## config.mk

```make
export PLATFORM = sky130hd
export DESIGN_NAME = cilc_top
export DESIGN_NICKNAME = d
export VERILOG_FILES = /design/src/hdl/cilc_pkg.sv /design/src/hdl/cilc_top.sv
export SDC_FILE = /design/constraint.sdc
export NUM_CORES = 1
export LEC_CHECK = 0
export BUFFER_PORTS_ARGS = -buffer_cell sky130_fd_sc_hd__buf_2
export CORE_UTILIZATION = 57
export DETAILED_ROUTE_END_ITERATION = 10
export MAX_ROUTING_LAYER = met4
export PLACE_DENSITY_LB_ADDON = 0.12
export SYNTH_ARGS = -nofsm -noshare
export SYNTH_HDL_FRONTEND = slang
export SYNTH_SLANG_ARGS = --single-unit
```

## constraint.sdc

```tcl
create_clock -name clk -period 4.65 [get_ports clk]
set_clock_uncertainty 0.2 [all_clocks]
set_input_delay 0 -clock clk [delete_from_list [all_inputs] [get_ports clk]]
set_output_delay 0 -clock clk [all_outputs]
set_load 0.1 [all_outputs]
```

## src/hdl/cilc_pkg.sv

```systemverilog
// Behaviour
// RQ1: Line zero input only, line one output only.
// RQ2: Polarity flip inverts the driven output level.
// RQ3: Source off disables and releases the output.
// RQ4: Exposure source drives the exposure window.
// RQ5: Exposure window high exactly while exposing.
// RQ6: Readout source drives the readout window.
// RQ7: Software source drives the programmed level.
// RQ8: Software level bit: zero low, one high.
// RQ9: Timer source drives the timer pulse.
// RQ10: New level accepted after stable filter time.
// RQ11: Filter time zero to 1e6 us, default 0.5us.
// RQ12: Pulses shorter than filter time are ignored.
// RQ13: Accepted edge lags raw edge by filter time.
// RQ14: Synchronise input; counter restarts on raw change.
// RQ15: Output mux and inversion are registered.
package cilc_pkg;
  // ****************************************
  // Bus and register map
  // ****************************************
  localparam int ADDR_W = 4;
  localparam int DATA_W = 32;
  localparam logic [ADDR_W-1:0] OFS_CTRL = 4'h0;
  localparam logic [ADDR_W-1:0] OFS_FILTER = 4'h4;
  localparam logic [ADDR_W-1:0] OFS_STATUS = 4'h8;
  localparam logic [ADDR_W-1:0] OFS_LINE = 4'hC;
  localparam logic [1:0] RESP_OKAY = 2'h0;
  localparam logic [1:0] RESP_SLVERR = 2'h2;
  // ****************************************
  // Control fields
  // ****************************************
  localparam int SRC_W = 3;
  localparam int CTRL_SRC_LSB = 0;
  localparam int CTRL_FLIP_BIT = 3;
  localparam int CTRL_LEVEL_BIT = 4;
  localparam logic [SRC_W-1:0] SRC_OFF = 3'h0;
  localparam logic [SRC_W-1:0] SRC_EXPOSURE = 3'h1;
  localparam logic [SRC_W-1:0] SRC_READOUT = 3'h2;
  localparam logic [SRC_W-1:0] SRC_SOFTWARE = 3'h3;
  localparam logic [SRC_W-1:0] SRC_TIMER = 3'h4;
  localparam int STAT_FILT_BIT = 0;
  localparam int STAT_SYNC_BIT = 1;
  localparam int STAT_OUT_BIT = 2;
  localparam int STAT_OE_BIT = 3;
  localparam int LINE_PICK_BIT = 0;
  localparam int LINE_DIR_BIT = 1;
  // ****************************************
  // Filter timing
  // ****************************************
  localparam int CLK_PERIOD_NS = 100;
  localparam int FILT_UNIT_NS = 100;
  localparam int FILT_CYC_PER_UNIT = FILT_UNIT_NS / CLK_PERIOD_NS;
  localparam int FILT_W = 24;
  localparam int FILT_MAX_US = 1000000;
  localparam int FILT_DEFAULT_NS = 500;
  localparam logic [FILT_W-1:0] FILT_MAX = FILT_W'(FILT_MAX_US * 1000 / FILT_UNIT_NS);
  localparam logic [FILT_W-1:0] FILT_DEFAULT = FILT_W'(FILT_DEFAULT_NS / FILT_UNIT_NS);
  localparam logic [FILT_W-1:0] CNT_MAX = 24'hFFFFFF;
endpackage

```

## src/hdl/cilc_top.sv

```systemverilog
// Chosen here: the AXI4-Lite slave port and the placing of the registers.
`timescale 1ns/10ps
module cilc_top import cilc_pkg::*; (
  input wire logic clk,
  input wire logic rst_n,
  input wire logic input_line_raw,
  input wire logic exposure_active_in,
  input wire logic frame_active_in,
  input wire logic timer_pulse_out,
  output logic output_line,
  output logic output_line_oe,
  output logic input_line_filtered,
  input wire logic [ADDR_W-1:0] s_axi_awaddr,
  input wire logic s_axi_awvalid,
  output logic s_axi_awready,
  input wire logic [DATA_W-1:0] s_axi_wdata,
  input wire logic [3:0] s_axi_wstrb,
  input wire logic s_axi_wvalid,
  output logic s_axi_wready,
  output logic [1:0] s_axi_bresp,
  output logic s_axi_bvalid,
  input wire logic s_axi_bready,
  input wire logic [ADDR_W-1:0] s_axi_araddr,
  input wire logic s_axi_arvalid,
  output logic s_axi_arready,
  output logic [DATA_W-1:0] s_axi_rdata,
  output logic [1:0] s_axi_rresp,
  output logic s_axi_rvalid,
  input wire logic s_axi_rready
);
  // ****************************************
  // State
  // ****************************************
  typedef struct packed {
    logic sync1;
    logic sync2;
    logic prev;
    logic filt;
    logic [FILT_W-1:0] cnt;
    logic [FILT_W-1:0] filt_time;
    logic [SRC_W-1:0] src;
    logic flip;
    logic sw_level;
    logic pick;
    logic out_line;
    logic out_oe;
    logic awready;
    logic wready;
    logic aw_have;
    logic w_have;
    logic [ADDR_W-1:0] awaddr;
    logic [DATA_W-1:0] wdata;
    logic [3:0] wstrb;
    logic bvalid;
    logic [1:0] bresp;
    logic arready;
    logic rvalid;
    logic [DATA_W-1:0] rdata;
    logic [1:0] rresp;
  } cilc_state_t;

  cilc_state_t s_q;
  cilc_state_t s_d;

  // ****************************************
  // Helpers
  // ****************************************
  function automatic logic [DATA_W-1:0] merge(input logic [DATA_W-1:0] old, input logic [DATA_W-1:0] nw,
                                              input logic [3:0] strb);
    logic [DATA_W-1:0] r;
    r = old;
    for (int i = 0; i < 4; i++) begin
      if (strb[i]) begin
        r[i*8 +: 8] = nw[i*8 +: 8];
      end
    end
    return r;
  endfunction

  function automatic logic mapped(input logic [ADDR_W-1:0] a);
    return (a == OFS_CTRL) || (a == OFS_FILTER) || (a == OFS_STATUS) || (a == OFS_LINE);
  endfunction

  // ****************************************
  // Next state
  // ****************************************
  logic [DATA_W-1:0] ctrl_word;
  logic [DATA_W-1:0] filt_word;
  logic [DATA_W-1:0] line_word;
  logic [DATA_W-1:0] stat_word;
  logic [DATA_W-1:0] wv;
  logic [FILT_W-1:0] thresh;
  logic src_level;

  always_comb begin
    s_d = s_q;
    ctrl_word = '0;
    ctrl_word[CTRL_SRC_LSB +: SRC_W] = s_q.src;
    ctrl_word[CTRL_FLIP_BIT] = s_q.flip;
    ctrl_word[CTRL_LEVEL_BIT] = s_q.sw_level;
    filt_word = '0;
    filt_word[FILT_W-1:0] = s_q.filt_time;
    line_word = '0;
    line_word[LINE_PICK_BIT] = s_q.pick;
    line_word[LINE_DIR_BIT] = s_q.pick; // RQ1
    stat_word = '0;
    stat_word[STAT_FILT_BIT] = s_q.filt;
    stat_word[STAT_SYNC_BIT] = s_q.sync2;
    stat_word[STAT_OUT_BIT] = s_q.out_line;
    stat_word[STAT_OE_BIT] = s_q.out_oe;
    wv = '0;
    thresh = FILT_W'(s_q.filt_time * FILT_CYC_PER_UNIT);
    src_level = 1'b0;

    // Input filter
    s_d.sync1 = input_line_raw; // RQ14
    s_d.sync2 = s_q.sync1; // RQ14
    s_d.prev = s_q.sync2;
    if (s_q.sync2 != s_q.prev) begin
      s_d.cnt = 24'h000001; // RQ14
    end else if (s_q.cnt != CNT_MAX) begin
      s_d.cnt = s_q.cnt + 24'h000001;
    end
    if ((s_q.sync2 != s_q.filt) && (s_d.cnt >= thresh)) begin
      s_d.filt = s_q.sync2; // RQ10 RQ12 RQ13
    end

    // Output source
    case (s_q.src)
      SRC_EXPOSURE: src_level = exposure_active_in; // RQ4 RQ5
      SRC_READOUT: src_level = frame_active_in; // RQ6
      SRC_SOFTWARE: src_level = s_q.sw_level; // RQ7 RQ8
      SRC_TIMER: src_level = timer_pulse_out; // RQ9
      default: src_level = 1'b0;
    endcase
    if ((s_q.src == SRC_OFF) || (s_q.src > SRC_TIMER)) begin
      s_d.out_oe = 1'b0; // RQ3
      s_d.out_line = 1'b0; // RQ3
    end else begin
      s_d.out_oe = 1'b1; // RQ15
      s_d.out_line = src_level ^ s_q.flip; // RQ2 RQ15
    end

    // Write channel
    if (s_q.awready && s_axi_awvalid) begin
      s_d.aw_have = 1'b1;
      s_d.awaddr = s_axi_awaddr;
      s_d.awready = 1'b0;
    end
    if (s_q.wready && s_axi_wvalid) begin
      s_d.w_have = 1'b1;
      s_d.wdata = s_axi_wdata;
      s_d.wstrb = s_axi_wstrb;
      s_d.wready = 1'b0;
    end
    if (s_q.aw_have && s_q.w_have && !s_q.bvalid) begin
      s_d.aw_have = 1'b0;
      s_d.w_have = 1'b0;
      s_d.bvalid = 1'b1;
      s_d.bresp = mapped(s_q.awaddr) ? RESP_OKAY : RESP_SLVERR;
      case (s_q.awaddr)
        OFS_CTRL: begin
          wv = merge(ctrl_word, s_q.wdata, s_q.wstrb);
          s_d.src = wv[CTRL_SRC_LSB +: SRC_W];
          s_d.flip = wv[CTRL_FLIP_BIT];
          s_d.sw_level = wv[CTRL_LEVEL_BIT];
        end
        OFS_FILTER: begin
          wv = merge(filt_word, s_q.wdata, s_q.wstrb);
          if (wv[FILT_W-1:0] > FILT_MAX) begin
            s_d.filt_time = FILT_MAX; // RQ11
          end else begin
            s_d.filt_time = wv[FILT_W-1:0]; // RQ11
          end
        end
        OFS_LINE: begin
          wv = merge(line_word, s_q.wdata, s_q.wstrb);
          s_d.pick = wv[LINE_PICK_BIT]; // RQ1
        end
        default: wv = '0;
      endcase
    end
    if (s_q.bvalid && s_axi_bready) begin
      s_d.bvalid = 1'b0;
      s_d.awready = 1'b1;
      s_d.wready = 1'b1;
    end

    // Read channel
    if (s_q.arready && s_axi_arvalid) begin
      s_d.arready = 1'b0;
      s_d.rvalid = 1'b1;
      s_d.rresp = mapped(s_axi_araddr) ? RESP_OKAY : RESP_SLVERR;
      case (s_axi_araddr)
        OFS_CTRL: s_d.rdata = ctrl_word;
        OFS_FILTER: s_d.rdata = filt_word;
        OFS_STATUS: s_d.rdata = stat_word;
        OFS_LINE: s_d.rdata = line_word;
        default: s_d.rdata = '0;
      endcase
    end
    if (s_q.rvalid && s_axi_rready) begin
      s_d.rvalid = 1'b0;
      s_d.arready = 1'b1;
    end

    // Synchronous reset
    if (!rst_n) begin
      s_d = '0;
      s_d.filt_time = FILT_DEFAULT; // RQ11
      s_d.src = SRC_OFF;
      s_d.awready = 1'b1;
      s_d.wready = 1'b1;
      s_d.arready = 1'b1;
      s_d.bresp = RESP_OKAY;
      s_d.rresp = RESP_OKAY;
    end
  end

  always_ff @(posedge clk) begin
    s_q <= s_d;
  end

  // ****************************************
  // Outputs
  // ****************************************
  assign output_line = s_q.out_line;
  assign output_line_oe = s_q.out_oe;
  assign input_line_filtered = s_q.filt;
  assign s_axi_awready = s_q.awready;
  assign s_axi_wready = s_q.wready;
  assign s_axi_bresp = s_q.bresp;
  assign s_axi_bvalid = s_q.bvalid;
  assign s_axi_arready = s_q.arready;
  assign s_axi_rdata = s_q.rdata;
  assign s_axi_rresp = s_q.rresp;
  assign s_axi_rvalid = s_q.rvalid;
endmodule // cilc_top

```

==> qor_table.md <==
| Stage | Item | Reported |
|:---|:---|:---|
| grt | First-pass GRT wire length | 25800 µm |
| cts | Number of buffers added for setup after CTS | 0 |
| worst hold path | Hold Path Class | in2reg |
| floorplan | Die Area | 11400 µm² |
| drt | Starting DRC count in detailed routing | 385 |
| finish | Layout cell share with drive strength beyond 1 | 16.6% |
| worst hold path | Hold path startpoint | s_axi_wdata[12] |
| grt | Global-route usage over all layers | 29.8% |
| synth | Number of distinct library cell variants in the gate-level netlist after synthesis | 67 |
| placed design | Gpl congestion | 0.886 |
| critical path | WP data required | 4900 ps |
| sta | Number of pins with negative max-slew slack in the final report | 0 |
| drt | Via-to-Cell Ratio | 5.52 |
| floorplan | Horizontal extent of the die | 107 µm |
| finish | Final net count | 931 |
| power and ir drop | Total power divided by cell area | 355 nW/µm² |
| finish | Count of inserted antenna diode cells | 0 |
| synth | Post-synth design cell area | 6260 µm² |
| sta | Slew at the pin with the worst max-slew slack | 1170 ps |
| cts | Clock tree buffer depth | 2 |
| sta | Fin. Hold Viols | 0 |
| floorplan | Initial standard-cell utilization of the core | 59.6% |
| drt | Antenna-violating nets left | 0 |
| critical path | Highest net fanout along the worst path | 10 |
| drt | Drt wl/cell | 15.6 µm |
| synth | Dominant register cell in the synthesized netlist | dfxtp_1 |
| synth | Xor/xnor cell area share of the yosys netlist | 3.22% |
| floorplan | Overall die height | 107 µm |
| drt | DRT Wirelength | 15500 µm |
| synth | Post-Synth Simple-Gate Area | 23.5% |
| floorplan | Site Rows | 37 |
| critical path | Startpoint-to-endpoint class of the critical path | reg2reg |
| synth | Leading cell types by total area after synthesis | dfxtp_1 (40%), nand2_1 (6.6%), ha_1 (5.2%) |
| finish | Area overhead of the layout relative to synthesis | 26.1% |
| synth | Commonest cells in the synthesized netlist | dfxtp_1 (124), nand2_1 (110), nor2_1 (66), buf_4 (36), inv_1 (36) |
| power and ir drop | Leakage component of the power | 3.36 nW |
| synth | Synthesized-area fraction occupied by ao, oa, aoi and oai cells | 15.9% |
| synth | Leading cell type by number of instances after synthesis | dfxtp_1 |
| cts | Root Driver | clkbuf_8 |
| grt | Met2 Usage GRT | 49.3% |
| critical path | Arr. time, crit path | 3960 ps |
| critical path | Type of destination of the critical path | flop |
| drt | Via count | 5517 |
| cts | TritonCTS Buffers | 17 |
| critical path | Largest stage delay on the critical path | 580 ps |
| placed design | Post-DP HPWL | 9920 µm |
| synth | Cell type with the highest aggregate area in the netlist | dfxtp_1 |
| cts | TritonCTS clock tree | yes |
| synth | Warnings, synthesis | 0 |
| run status | Run status | completed |
| cts | Post-cts hold buffer count | 77 |
| synth | Portion of synthesized cell area occupied by the leading cell type | 39.6% |
| grt | Antenna violations before repair | 0 |
| power and ir drop | VDD IR max | 0.292 mV |
| critical path | Crit path launch | s_q[121] |
| critical path | Nature of the critical path startpoint | flop |
| synth | Mux cell area share after synthesis | 3.70% |
| floorplan | Std-Cell Core Area | 10500 µm² |
| grt | Routing usage on met1 | 35.9% |
| drt | Number of iterations in the first detailed-routing pass | 6 |
| sta | Upper clock frequency limit | 270 MHz |
| grt | Via count of the first global-routing pass | 5411 |
| critical path | Worst-path cell chain | nand4_2 > or4_4 > nor3_4 > nor3_1 > xnor2_1 > nor2_1 > ha_1 > a2111oi_0 > nand2_1 > a21oi_1 > o21ai_0 > a21oi_1 > mux2i_1 |
| synth | Synthesized netlist cell count | 732 |
| grt | Global routing's busiest layer | met2 |
| sta | Setup repair after global routing missed its margin | false |
| synth | Number of flops mapped to enable cells by yosys | 0 |
| cts | Clock Pin Slew Worst Setup and Hold Paths | 60 ps |
| sta | Worst path setup slack after routing | 945 ps |
| synth | Sequential area share after synthesis | 39.6% |
| sta | Part of the cycle the worst path needs | 79.7% |
| flow run | Max Cap Violations | 0 |
| grt | Met3 Usage GRT | 5.47% |
| synth | Synthesized-area fraction occupied by adder cells | 5.20% |
| synth | Dominant combinational cell family by area after synthesis | simple AND/OR/NAND/NOR gates |
| cts | Clock tree sinks | 124 |
| placed design | Count of buffers inserted at the top-level ports | 79 |
| synth | Post-synthesis average cell area | 8.55 µm² |
| sta | Summed negative setup slack over all endpoints | 0 ps |
| cts | Clock latency on the worst-skew pair | 530 ps |
| sta | Min Clock Period, post-route | 3700 ps |
| sta | Setup violations, final | 0 |
| placed design | Placement-stage worst setup slack | 975 ps |
| critical path | Reg-to-Reg Start | s_q[121] |
| synth | Post-synth ARST share | 0% |
| grt | Overflow left after global routing | 0 |
| floorplan | Count of pins on the block boundary | 99 |
| cts | Maximum level of the CTS H-tree | 4 |
| critical path | Slowest cell on the critical path | or4_4 |
| synth | Post-synthesis sequential element count | 124 |
| critical path | Library cell appearing most often on the critical path | a21oi_1 |
| sta | Max transition margin | 21.7% |
| cts | Post-cts gate resize count | 0 |
| drt | Number of DRC violations after detailed routing | 0 |
| grt | Maximum number of pins on one net before global-route repair | 60 |
-- worst paths after layout --
kind                         endpoint  slack, ps  depth (start not counted)
hold reg to reg              s_q[141]        240                          1
setup reg to reg  input_line_filtered        950                         13
setup / recovery  input_line_filtered        950                         13
hold / removal                s_q[55]         80                          4
-- state kept, by name, summed over array words and instances (netlist names), 5 cells and up --
name / count
ctrl_word: 5
filt_word: 24
s_axi_rdata: 24
s_q: 60
-- metrics by stage --
stage	utilization (%)	area, µm²	instances	power [W]	hold slack [ps]
6_report	75.1	7890	999	0.00280	76.4
5_1_grt	75.1	7890	999	0.00289	96.7
4_1_cts	75.1	7890	999	0.00281	47.0
3_5_place_dp	61.7	6480	890	0.00134	12.8
3_3_place_gp	61.7	6480	890	0.00133	6.08
2_1_floorplan	-	6290	741	0.00130	-99.6
-- final cells by class --
cell class | instances | area [µm²]
inverter | 36 | 135
multi-input combinational | 512 | 3260
timing repair buffer | 159 | 1200
clock buffer | 19 | 432
clock inverter | 13 | 213
sequential | 124 | 2480
fill | 725 | 2620
tap | 136 | 170
-- layout by cell type, fill, tap and decap left out, drive strengths merged, types with 7 or more instances in the layout --
master and instances:
a21boi 32, a21oi 20, a22oi 25, and2 9, buf 82, clkbuf 19
conb 10, dfxtp 124, dlygate4sd3 77, ha 26, inv 38, mux2i 13
nand2 110, nand3 17, nand3b 8, nand4 7, nor2 66, nor2b 35
nor3 7, o21ai 19, o22ai 14, xnor2 18
-- power by group --
group	switching (W)	leakage [nW]	total (W)	internal (W)
registers	0.0000269	1.01	0.00111	0.00109
clock network	0.000485	0.305	0.00143	0.000942
logic	0.000159	2.05	0.000259	0.000101
-- logic make-up after synthesis --
group | count (synthesis)
other | 1
DFF | 124
and+or+nand+nor | 293
xor gates and xnor gates | 23
buffers and inverters | 105
muxes | 20
adders and majority gates | 26
AOI/OAI and AO/OA | 140
-- critical path, delay by kind of cell (launching register included) --
family / cells / cell delay (ps)
flops: 1 / 410
simple gates: 6 / 1380
compound gates: 4 / 920
xor+xnor: 1 / 210
fa+ha+maj: 1 / 340
mux: 1 / 190
-- metal layers --
layer,part of all wire [%],up-vias
met5,0,-
li1,-,2704
met3,4.2,24
met1,45,2636
met2,49,153
met4,2.2,0
Power figures use the tool's default switching activity.
